**src/core/xcfg_pkg.sv**
```systemverilog
// package: constants, register map and types of the crosspoint config host
// How it works
// bank zero data selects source for output
// data 100001 selects source port last
// address 100001 selects dest port last
// output index all ones broadcasts
// all ones source code disables output
// bank one low four bits current code
// broadcast current code sets every output
// reset low disables outputs, code 0111
// port select high leaves device idle
// select, write low, read high stores latch
// select and read low drives readback
// select and update low copies ranks
// write plus update low is transparent
// write strobe low at least 10 ns
// update strobe low at least 10 ns
// outputs settle within 45 ns of update
// transparent reprogram 45 ns, enable 50
// readback data valid within 30 ns
// reset held low at least 10 ns
// outputs disable no sooner than 10 ns
// second rank holds until update or reset
package xcfg_pkg;
  // ----------------------------------------
  // clock and timing
  // ----------------------------------------
  localparam int unsigned clk_period_ns = 10;
  localparam int unsigned write_pulse_width_ns = 10;
  localparam int unsigned update_pulse_width_ns = 10;
  localparam int unsigned reset_pulse_width_ns = 10;
  localparam int unsigned readback_access_time_ns = 30;
  localparam int unsigned update_settle_ns = 45;
  localparam int unsigned transp_enable_ns = 50;
  localparam int unsigned reset_disable_ns = 25;
  // least times round up, whole cycles
  localparam int unsigned write_cyc =
    (write_pulse_width_ns + clk_period_ns - 1) / clk_period_ns;
  localparam int unsigned update_cyc =
    (update_pulse_width_ns + clk_period_ns - 1) / clk_period_ns;
  localparam int unsigned reset_cyc =
    (reset_pulse_width_ns + clk_period_ns - 1) / clk_period_ns;
  // waits for the device: round up so data is surely there
  localparam int unsigned read_cyc =
    (readback_access_time_ns + clk_period_ns - 1) / clk_period_ns;
  localparam int unsigned settle_cyc =
    (transp_enable_ns + clk_period_ns - 1) / clk_period_ns;
  localparam int unsigned reset_settle_cyc =
    (reset_disable_ns + clk_period_ns - 1) / clk_period_ns;
  localparam int unsigned cnt_w = 4;
  // data pins pass this many flops before the sequencer reads them
  localparam int unsigned sync_stages = 2;

  // ----------------------------------------
  // device field layout
  // ----------------------------------------
  localparam logic [5:0] output_index_bcast = 6'h3f;
  localparam logic [5:0] output_index_last = 6'h21;
  localparam logic [5:0] source_port_last = 6'h21;
  localparam logic [5:0] source_disable = 6'h3f;
  localparam logic [3:0] current_code_reset = 4'h7;
  localparam logic bank_connection = 1'b0;
  localparam logic bank_current = 1'b1;

  // ----------------------------------------
  // host register map (byte addresses)
  // ----------------------------------------
  localparam logic [7:0] reg_cmd = 8'h00;
  localparam logic [7:0] reg_status = 8'h04;
  localparam logic [7:0] reg_rdata = 8'h08;
  // command word fields
  localparam int unsigned cmd_data_lsb = 0;
  localparam int unsigned cmd_addr_lsb = 8;
  localparam int unsigned cmd_op_lsb = 16;
  localparam int unsigned status_busy_bit = 0;
  localparam int unsigned status_err_bit = 1;
  localparam logic [1:0] axi_okay = 2'h0;
  localparam logic [1:0] axi_slverr = 2'h2;

  // operation codes written into the command register
  typedef enum logic [2:0] {
    xcfg_op_write = 3'h0,
    xcfg_op_update = 3'h1,
    xcfg_op_transp = 3'h2,
    xcfg_op_read = 3'h3,
    xcfg_op_reset = 3'h4
  } xcfg_op_t;

  // one command handed from the register file to the sequencer
  typedef struct packed {
    xcfg_op_t op;
    logic [6:0] addr;
    logic [5:0] data;
  } xcfg_cmd_t;

  // pins toward the device
  typedef struct packed {
    logic reset_n;
    logic port_select_n;
    logic write_strobe_n;
    logic read_strobe_n;
    logic update_strobe_n;
    logic [6:0] addr;
    logic [5:0] data_out;
    logic data_oe;
  } xcfg_pins_t;
endpackage

```
**src/core/xcfg_seq.sv**
```systemverilog
// pin sequencer: turns one command into a strobe cycle on the device pins
`timescale 1ns/100ps
module xcfg_seq
  import xcfg_pkg::*;
(
  input wire logic clock,
  input wire logic rst_n,
  input wire logic cmd_valid,
  output logic cmd_ready,
  input wire xcfg_cmd_t cmd,
  input wire logic [5:0] data_in,
  output xcfg_pins_t pins,
  output logic done,
  output logic [5:0] rdata
);
  typedef enum logic [2:0] {
    s_idle, s_strobe, s_settle, s_done
  } xcfg_seq_st_t;

  // all state of the sequencer
  typedef struct packed {
    xcfg_seq_st_t st;
    logic [cnt_w-1:0] cnt;
    xcfg_cmd_t cmd;
    xcfg_pins_t pins;
    logic [5:0] rdata;
    logic [5:0] sync1;
    logic [5:0] sync2;
    logic done;
  } xcfg_seq_state_t;

  xcfg_seq_state_t s_q, s_d;

  // idle pin levels: device deselected, strobes high, bus released
  function automatic xcfg_pins_t idle_pins();
    xcfg_pins_t p;
    p = '0;
    p.reset_n = 1'b1;
    p.port_select_n = 1'b1;
    p.write_strobe_n = 1'b1;
    p.read_strobe_n = 1'b1;
    p.update_strobe_n = 1'b1;
    return p;
  endfunction

  // ----------------------------------------
  // next state
  // ----------------------------------------
  always_comb
  begin
    s_d = s_q;
    s_d.done = 1'b0;
    // data pins pass two flops before use
    s_d.sync1 = data_in;
    s_d.sync2 = s_q.sync1;
    case (s_q.st)
      s_idle:
      begin
        if (cmd_valid)
        begin
          s_d.cmd = cmd;
          s_d.st = s_strobe;
          s_d.pins = idle_pins();
          s_d.pins.addr = cmd.addr;
          case (cmd.op)
            xcfg_op_write:
            begin
              // select low, write low, read high: first rank
              s_d.pins.port_select_n = 1'b0;
              s_d.pins.write_strobe_n = 1'b0;
              s_d.pins.data_out = cmd.data;
              s_d.pins.data_oe = 1'b1;
              s_d.cnt = cnt_w'(write_cyc);
            end
            xcfg_op_update:
            begin
              s_d.pins.port_select_n = 1'b0;
              s_d.pins.update_strobe_n = 1'b0;
              s_d.cnt = cnt_w'(update_cyc);
            end
            xcfg_op_transp:
            begin
              // read stays high as the gate; write and update low
              s_d.pins.port_select_n = 1'b0;
              s_d.pins.write_strobe_n = 1'b0;
              s_d.pins.update_strobe_n = 1'b0;
              s_d.pins.data_out = cmd.data;
              s_d.pins.data_oe = 1'b1;
              s_d.cnt = cnt_w'(update_cyc);
            end
            xcfg_op_read:
            begin
              // bus released before the device may drive it
              s_d.pins.port_select_n = 1'b0;
              s_d.pins.read_strobe_n = 1'b0;
              // access time plus two synchroniser stages
              s_d.cnt = cnt_w'(read_cyc + sync_stages);
            end
            xcfg_op_reset:
            begin
              s_d.pins.reset_n = 1'b0;
              s_d.cnt = cnt_w'(reset_cyc);
            end
            default:
            begin
              s_d.st = s_idle;
            end
          endcase
        end
      end
      s_strobe:
      begin
        if (s_q.cnt > cnt_w'(1))
          s_d.cnt = s_q.cnt - cnt_w'(1);
        else
        begin
          // capture readback on the same edge that releases read strobe
          if (s_q.cmd.op == xcfg_op_read)
            s_d.rdata = s_q.sync2;
          s_d.pins = idle_pins();
          // keep address past the strobes, until the next command, for hold
          s_d.pins.addr = s_q.pins.addr;
          s_d.st = s_settle;
          case (s_q.cmd.op)
            xcfg_op_update: s_d.cnt = cnt_w'(settle_cyc);
            xcfg_op_transp: s_d.cnt = cnt_w'(settle_cyc);
            xcfg_op_reset: s_d.cnt = cnt_w'(reset_settle_cyc);
            default: s_d.cnt = cnt_w'(1);
          endcase
        end
      end
      s_settle:
      begin
        // device outputs settle before the next command goes out
        if (s_q.cnt > cnt_w'(1))
          s_d.cnt = s_q.cnt - cnt_w'(1);
        else
          s_d.st = s_done;
      end
      s_done:
      begin
        s_d.done = 1'b1;
        s_d.st = s_idle;
      end
      default:
      begin
        s_d.st = s_idle;
      end
    endcase
  end

  // ----------------------------------------
  // state register
  // ----------------------------------------
  always_ff @(posedge clock or negedge rst_n)
  begin
    if (!rst_n)
    begin
      s_q <= '0;
      s_q.pins.reset_n <= 1'b1;
      s_q.pins.port_select_n <= 1'b1;
      s_q.pins.write_strobe_n <= 1'b1;
      s_q.pins.read_strobe_n <= 1'b1;
      s_q.pins.update_strobe_n <= 1'b1;
    end
    else
      s_q <= s_d;
  end

  assign cmd_ready = (s_q.st == s_idle);
  assign pins = s_q.pins;
  assign done = s_q.done;
  assign rdata = s_q.rdata;
endmodule

```
**src/core/xcfg_host.sv**
```systemverilog
// crosspoint config host: axi4-lite registers driving the device pins
//
// Implementation choices: register access over AXI4-Lite and the register offsets.
`timescale 1ns/100ps
module xcfg_host
  import xcfg_pkg::*;
(
  input wire logic clock,
  input wire logic rst_n,
  // axi4-lite slave
  input wire logic [7:0] s_axi_awaddr,
  input wire logic s_axi_awvalid,
  output logic s_axi_awready,
  input wire logic [31:0] s_axi_wdata,
  input wire logic [3:0] s_axi_wstrb,
  input wire logic s_axi_wvalid,
  output logic s_axi_wready,
  output logic [1:0] s_axi_bresp,
  output logic s_axi_bvalid,
  input wire logic s_axi_bready,
  input wire logic [7:0] s_axi_araddr,
  input wire logic s_axi_arvalid,
  output logic s_axi_arready,
  output logic [31:0] s_axi_rdata,
  output logic [1:0] s_axi_rresp,
  output logic s_axi_rvalid,
  input wire logic s_axi_rready,
  // device pins
  output logic dev_reset_n,
  output logic port_select_n,
  output logic write_strobe_n,
  output logic read_strobe_n,
  output logic update_strobe_n,
  output logic [6:0] dev_addr,
  input wire logic [5:0] dev_data_i,
  output logic [5:0] dev_data_o,
  output logic dev_data_oe
);
  // all state of the register file
  typedef struct packed {
    logic aw_seen;
    logic [7:0] awaddr;
    logic w_seen;
    logic [31:0] wdata;
    logic [3:0] wstrb;
    logic bvalid;
    logic [1:0] bresp;
    logic rvalid;
    logic [31:0] rdata;
    logic [1:0] rresp;
    logic pend;
    xcfg_cmd_t cmd;
    logic err;
  } xcfg_host_state_t;

  xcfg_host_state_t h_q, h_d;
  logic seq_ready; // sequencer can take a command
  logic [5:0] seq_rdata; // last readback value
  xcfg_pins_t pins; // pin bundle from the sequencer
  logic wr_fire; // both write halves present
  logic busy; // command pending or in flight

  // ----------------------------------------
  // pin sequencer
  // ----------------------------------------
  xcfg_seq u_seq (
    .clock(clock),
    .rst_n(rst_n),
    .cmd_valid(h_q.pend),
    .cmd_ready(seq_ready),
    .cmd(h_q.cmd),
    .data_in(dev_data_i),
    .pins(pins),
    .done(),
    .rdata(seq_rdata)
  );

  assign busy = h_q.pend || !seq_ready;
  assign wr_fire = h_q.aw_seen && h_q.w_seen && !h_q.bvalid;

  // ----------------------------------------
  // bus and command logic
  // ----------------------------------------
  always_comb
  begin
    h_d = h_q;
    // address and data taken in either order, held until response
    if (s_axi_awvalid && s_axi_awready)
    begin
      h_d.aw_seen = 1'b1;
      h_d.awaddr = s_axi_awaddr;
    end
    if (s_axi_wvalid && s_axi_wready)
    begin
      h_d.w_seen = 1'b1;
      h_d.wdata = s_axi_wdata;
      h_d.wstrb = s_axi_wstrb;
    end
    // sequencer took the command
    if (h_q.pend && seq_ready)
      h_d.pend = 1'b0;
    if (wr_fire)
    begin
      h_d.aw_seen = 1'b0;
      h_d.w_seen = 1'b0;
      h_d.bvalid = 1'b1;
      h_d.bresp = axi_okay;
      if (h_q.awaddr == reg_cmd)
      begin
        // a command while busy is refused, never queued over
        if (busy || h_q.wstrb[2:0] != 3'h7)
        begin
          h_d.bresp = axi_slverr;
          h_d.err = 1'b1;
        end
        else
        begin
          h_d.cmd.data = h_q.wdata[cmd_data_lsb +: 6];
          h_d.cmd.addr = h_q.wdata[cmd_addr_lsb +: 7];
          h_d.cmd.op = xcfg_op_t'(h_q.wdata[cmd_op_lsb +: 3]);
          h_d.pend = 1'b1;
        end
      end
      else if (h_q.awaddr == reg_status)
      begin
        // writing one clears the sticky error flag
        if (h_q.wstrb[0] && h_q.wdata[status_err_bit])
          h_d.err = 1'b0;
      end
      else
        h_d.bresp = axi_slverr;
    end
    if (h_q.bvalid && s_axi_bready)
      h_d.bvalid = 1'b0;
    // reads answer one cycle after the address is taken
    if (s_axi_arvalid && s_axi_arready)
    begin
      h_d.rvalid = 1'b1;
      h_d.rresp = axi_okay;
      h_d.rdata = '0;
      case (s_axi_araddr)
        reg_cmd: h_d.rdata = 32'(h_q.cmd);
        reg_status:
        begin
          h_d.rdata[status_busy_bit] = busy;
          h_d.rdata[status_err_bit] = h_q.err;
        end
        reg_rdata: h_d.rdata = 32'(seq_rdata);
        default: h_d.rresp = axi_slverr;
      endcase
    end
    if (h_q.rvalid && s_axi_rready)
      h_d.rvalid = 1'b0;
  end

  // ----------------------------------------
  // state register
  // ----------------------------------------
  always_ff @(posedge clock or negedge rst_n)
  begin
    if (!rst_n)
      h_q <= '0;
    else
      h_q <= h_d;
  end

  // ----------------------------------------
  // outputs
  // ----------------------------------------
  assign s_axi_awready = !h_q.aw_seen && !h_q.bvalid;
  assign s_axi_wready = !h_q.w_seen && !h_q.bvalid;
  assign s_axi_bvalid = h_q.bvalid;
  assign s_axi_bresp = h_q.bresp;
  assign s_axi_arready = !h_q.rvalid;
  assign s_axi_rvalid = h_q.rvalid;
  assign s_axi_rdata = h_q.rdata;
  assign s_axi_rresp = h_q.rresp;
  assign dev_reset_n = pins.reset_n;
  assign port_select_n = pins.port_select_n;
  assign write_strobe_n = pins.write_strobe_n;
  assign read_strobe_n = pins.read_strobe_n;
  assign update_strobe_n = pins.update_strobe_n;
  assign dev_addr = pins.addr;
  assign dev_data_o = pins.data_out;
  assign dev_data_oe = pins.data_oe;
endmodule

```
**config.mk**
```make
export PLATFORM = sky130hd
export DESIGN_NAME = xcfg_host
export DESIGN_NICKNAME = d
export VERILOG_FILES = /design/src/core/xcfg_pkg.sv /design/src/core/xcfg_seq.sv /design/src/core/xcfg_host.sv
export SDC_FILE = /design/constraint.sdc
export NUM_CORES = 1
export LEC_CHECK = 0
export CAP_MARGIN = 30
export CORE_MARGIN = 4
export CORE_UTILIZATION = 38
export DETAILED_ROUTE_END_ITERATION = 10
export DONT_BUFFER_PORTS = 1
export SYNTH_ARGS = -nofsm -noshare
export SYNTH_HDL_FRONTEND = slang
export SYNTH_SLANG_ARGS = --single-unit
```
**constraint.sdc**
```tcl
create_clock -name clock -period 2.2 [get_ports clock]
set_input_delay 0.33 -clock clock [delete_from_list [all_inputs] [get_ports clock]]
set_output_delay 0.33 -clock clock [all_outputs]
set_load 0.05 [all_outputs]
```
==> impl_metrics.yaml <==
grt:
  grt_usage: 0.138
  first_global_vias: 2864
  grt_max_degree: 114
  antenna_found_initial: 0
  grt.overflow.total: 0
  grt_pass1_wl_um: 15400
placement:
  gp_congestion: 0.764
  dp_slack_ns: 0.210
  port_buffers: 0
  dp_cells: 528
  hpwl_um: 6690
final_layout:
  drive_gt1_frac: 0.301
  antenna_cells: 0
  syn_to_final_growth_pct: 13.7
  layout.nets: 453
  fin_cells: 567
worst_setup_path:
  startpoint_type: "flop"
  rr_startpoint: "u_seq.s_q[54]"
  reg2reg_to: "u_seq.pins[15]"
  r2r_slack_ns: 0.16
  setup.worst_path.end_class: "flop"
  arrival_ns: 2.38
  endpoint: "u_seq.pins[15]"
  worstPathRequired_ns: 2.54
  crit_type: "flop to flop"
  crit_start: "u_seq.s_q[54]"
  rr_worst_depth: 5
  path_max_fanout: 6
route:
  m1WireLength_um: 4230
  drc: 0
  totalWireLength_um: 9650
  top_layer: "met4"
  drt_iter0_drc: 133
  met2_wirelength_um: 4460
  vias: 2817
  met3_length_um: 828
  wl_per_cell_um: 17.0
  ant_nets: 0
  first_pass_iters: 7
  viasPerCell: 4.97
synth:
  synth_area_leaders: "dfrtp_1, mux2_2, buf_4"
  synth-seq-area-share: 0.573
  yosysTopAreaCell: "dfrtp_1"
  async_reset_ff_frac: 1.00
  yosys_warnings: 0
  ys_seq_elements: 113
  syn_area_mm2: 0.00494
  syn_area_per_cell_um2: 12.9
  synth_ff_type: "dfrtp_1"
  syn_inst: 384
  synth_top_area_frac: 0.547
  yosysUniqueCellTypes: 49
  synth-edff-count: 0
flow_run:
  cap_violations: 0
timing:
  finalCriticalPeriod_ns: 2.04
  hold_slack_ns: -0.380
  fin_skew_ns: 0.00702
  worst_pin_slew_ns: 0.778
  timing.final.hold_violations: 113
  fin_ws_ns: 0.163
  rsz0062_at_grt: "false"
  fin_crit_sh: 0.926
  tns_ns: 0
  maxSlewViolCount: 0
  fmax_mhz: 491
  finalSetupViolCount: 0
  slew_headroom: 0.479
clock_tree:
  cts_made_buffers: 17
  cts-resized-gates: 0
  clockBufferDepth: 2
  clkSlewWorstSetupHoldPaths_ns: 0.05
  tritoncts: "built"
  ctsRootBufferMaster: "clkbuf_16"
  cts_max_level: 4
  cts_sinks: 113
  hold_buffers: 7
  clkLatencyLatePin_ns: 0.41
  post-cts-setup-buffers: 0
die:
  fp.dieW_um: 122
  fp.dieH_um: 122
  dieArea_mm2: 0.0149
  core-area_mm2: 0.0127
  num_rows: 41
  initial_core_util: 0.390
  io_pins: 125
run_status:
  status: "finished with violations"
  violations: "negative hold slack"
pwr:
  irDropWorstVdd_uv: 723
  p_per_area_mw_per_mm2: 1140
  p_leak_nw: 2.64
worst_hold_path:
  hp-class: "input port to async pin"
[routing by layer]
layer	vias to the layer above	global-route usage
met2	103	0.205
li1	1295	-
met3	13	0.0631
met5	-	0
met4	0	0.0665
met1	1406	0.172
[layout make-up]
cell class	instances	area, um2
clock buffers	21	460
clock inverters	11	160
fillers	1182	7050
inverters	13	48.8
multi-input cells	215	1720
flip-flops and latches	113	2830
well taps	172	215
repair buffers	22	183
[registers in the layout, summed over array words and instances, names as in the netlist]
| signal | count |
|---|---|
| u_seq.s_d | 6 |
| s_axi_rresp | 1 |
| s_axi_rvalid | 1 |
| u_seq.rdata | 6 |
| u_seq.pins | 19 |
| s_axi_rdata | 16 |
| s_axi_bvalid | 1 |
| s_axi_bresp | 1 |
| h_q | 47 |
| u_seq.s_q | 15 |
[critical path, cell delays in order, from the launching register on]
cell and delay (ns):
dfrtp_1 0.44, inv_1 0.11, ha_1 0.21, o21ai_1 0.20, a211oi_1 0.74, o32a_1 0.28
[power by group]
group          leakage [nW]  internal, mW  total, mW  switching [mW]
clock network         0.303          1.94       2.85           0.907
registers              1.46          2.42       2.69           0.271
logic                 0.877         0.412      0.872           0.460
total                  2.64          4.77       6.41            1.64
[layout by cell type (no fill, tap or decap), types with 13 or more instances in the layout]
| cell type | count |
|---|---|
| buf_4 | 15 |
| clkbuf_16 | 17 |
| inv_1 | 13 |
| dfrtp_1 | 108 |
| nor2_1 | 20 |
| mux2_2 | 50 |
| nand2_1 | 16 |
| conb_1 | 18 |
| a22o_1 | 16 |
| a21oi_1 | 16 |
[logic make-up (layout without fill, tap and decap cells)]
family                     count (synthesis)  after routing  share of synthesized area
AOI/OAI and AO/OA                         63             63                     0.0929
xor gates and xnor gates                   2              2                    0.00354
adders and majority gates                  6              6                     0.0152
buffers and inverters                     73             67                     0.0947
DFF                                      113            113                      0.573
muxes                                     61             61                      0.145
other                                      1             18                   0.000759
and+or+nand+nor                           65             65                     0.0744
[stage by stage]
stage	power [mW]	hold slack, ns	cell area [um2]	util
floorplan	3.43	0.0344	5010	-
global placement	3.56	0.0391	4930	0.389
detailed placement	3.61	0.0372	4930	0.389
CTS	6.51	-0.408	5620	0.444
global route	6.70	-0.409	5620	0.444
finish	6.41	-0.380	5620	0.444
[how the worst min path moves through the flow]
stage,endpoint,start,slack [ns],cells after the start
after floorplan,h_q[0],rst_n,0.03,0
after detailed placement,s_axi_rdata[11],rst_n,0.04,0
after global routing,u_seq.pins[10],rst_n,-0.41,0
after CTS,h_q[71],rst_n,-0.41,0
after global placement,h_q[12],rst_n,0.04,0
final,u_seq.pins[10],rst_n,-0.38,0
[Yosys cell counts (3+ instances only)]
master,n
nor2_1,22
o21ai_0,9
buf_4,49
dfrtp_1,108
clkbuf_1,8
mux2_2,50
a21oi_1,16
mux2_4,9
nor4_1,3
dfstp_2,5
a22o_1,16
nor2b_1,3
nand2_1,16
a222oi_1,4
ha_1,6
nor3_1,4
inv_1,13
nand3_1,3
Note: power is estimated with default switching activity, not from simulation.
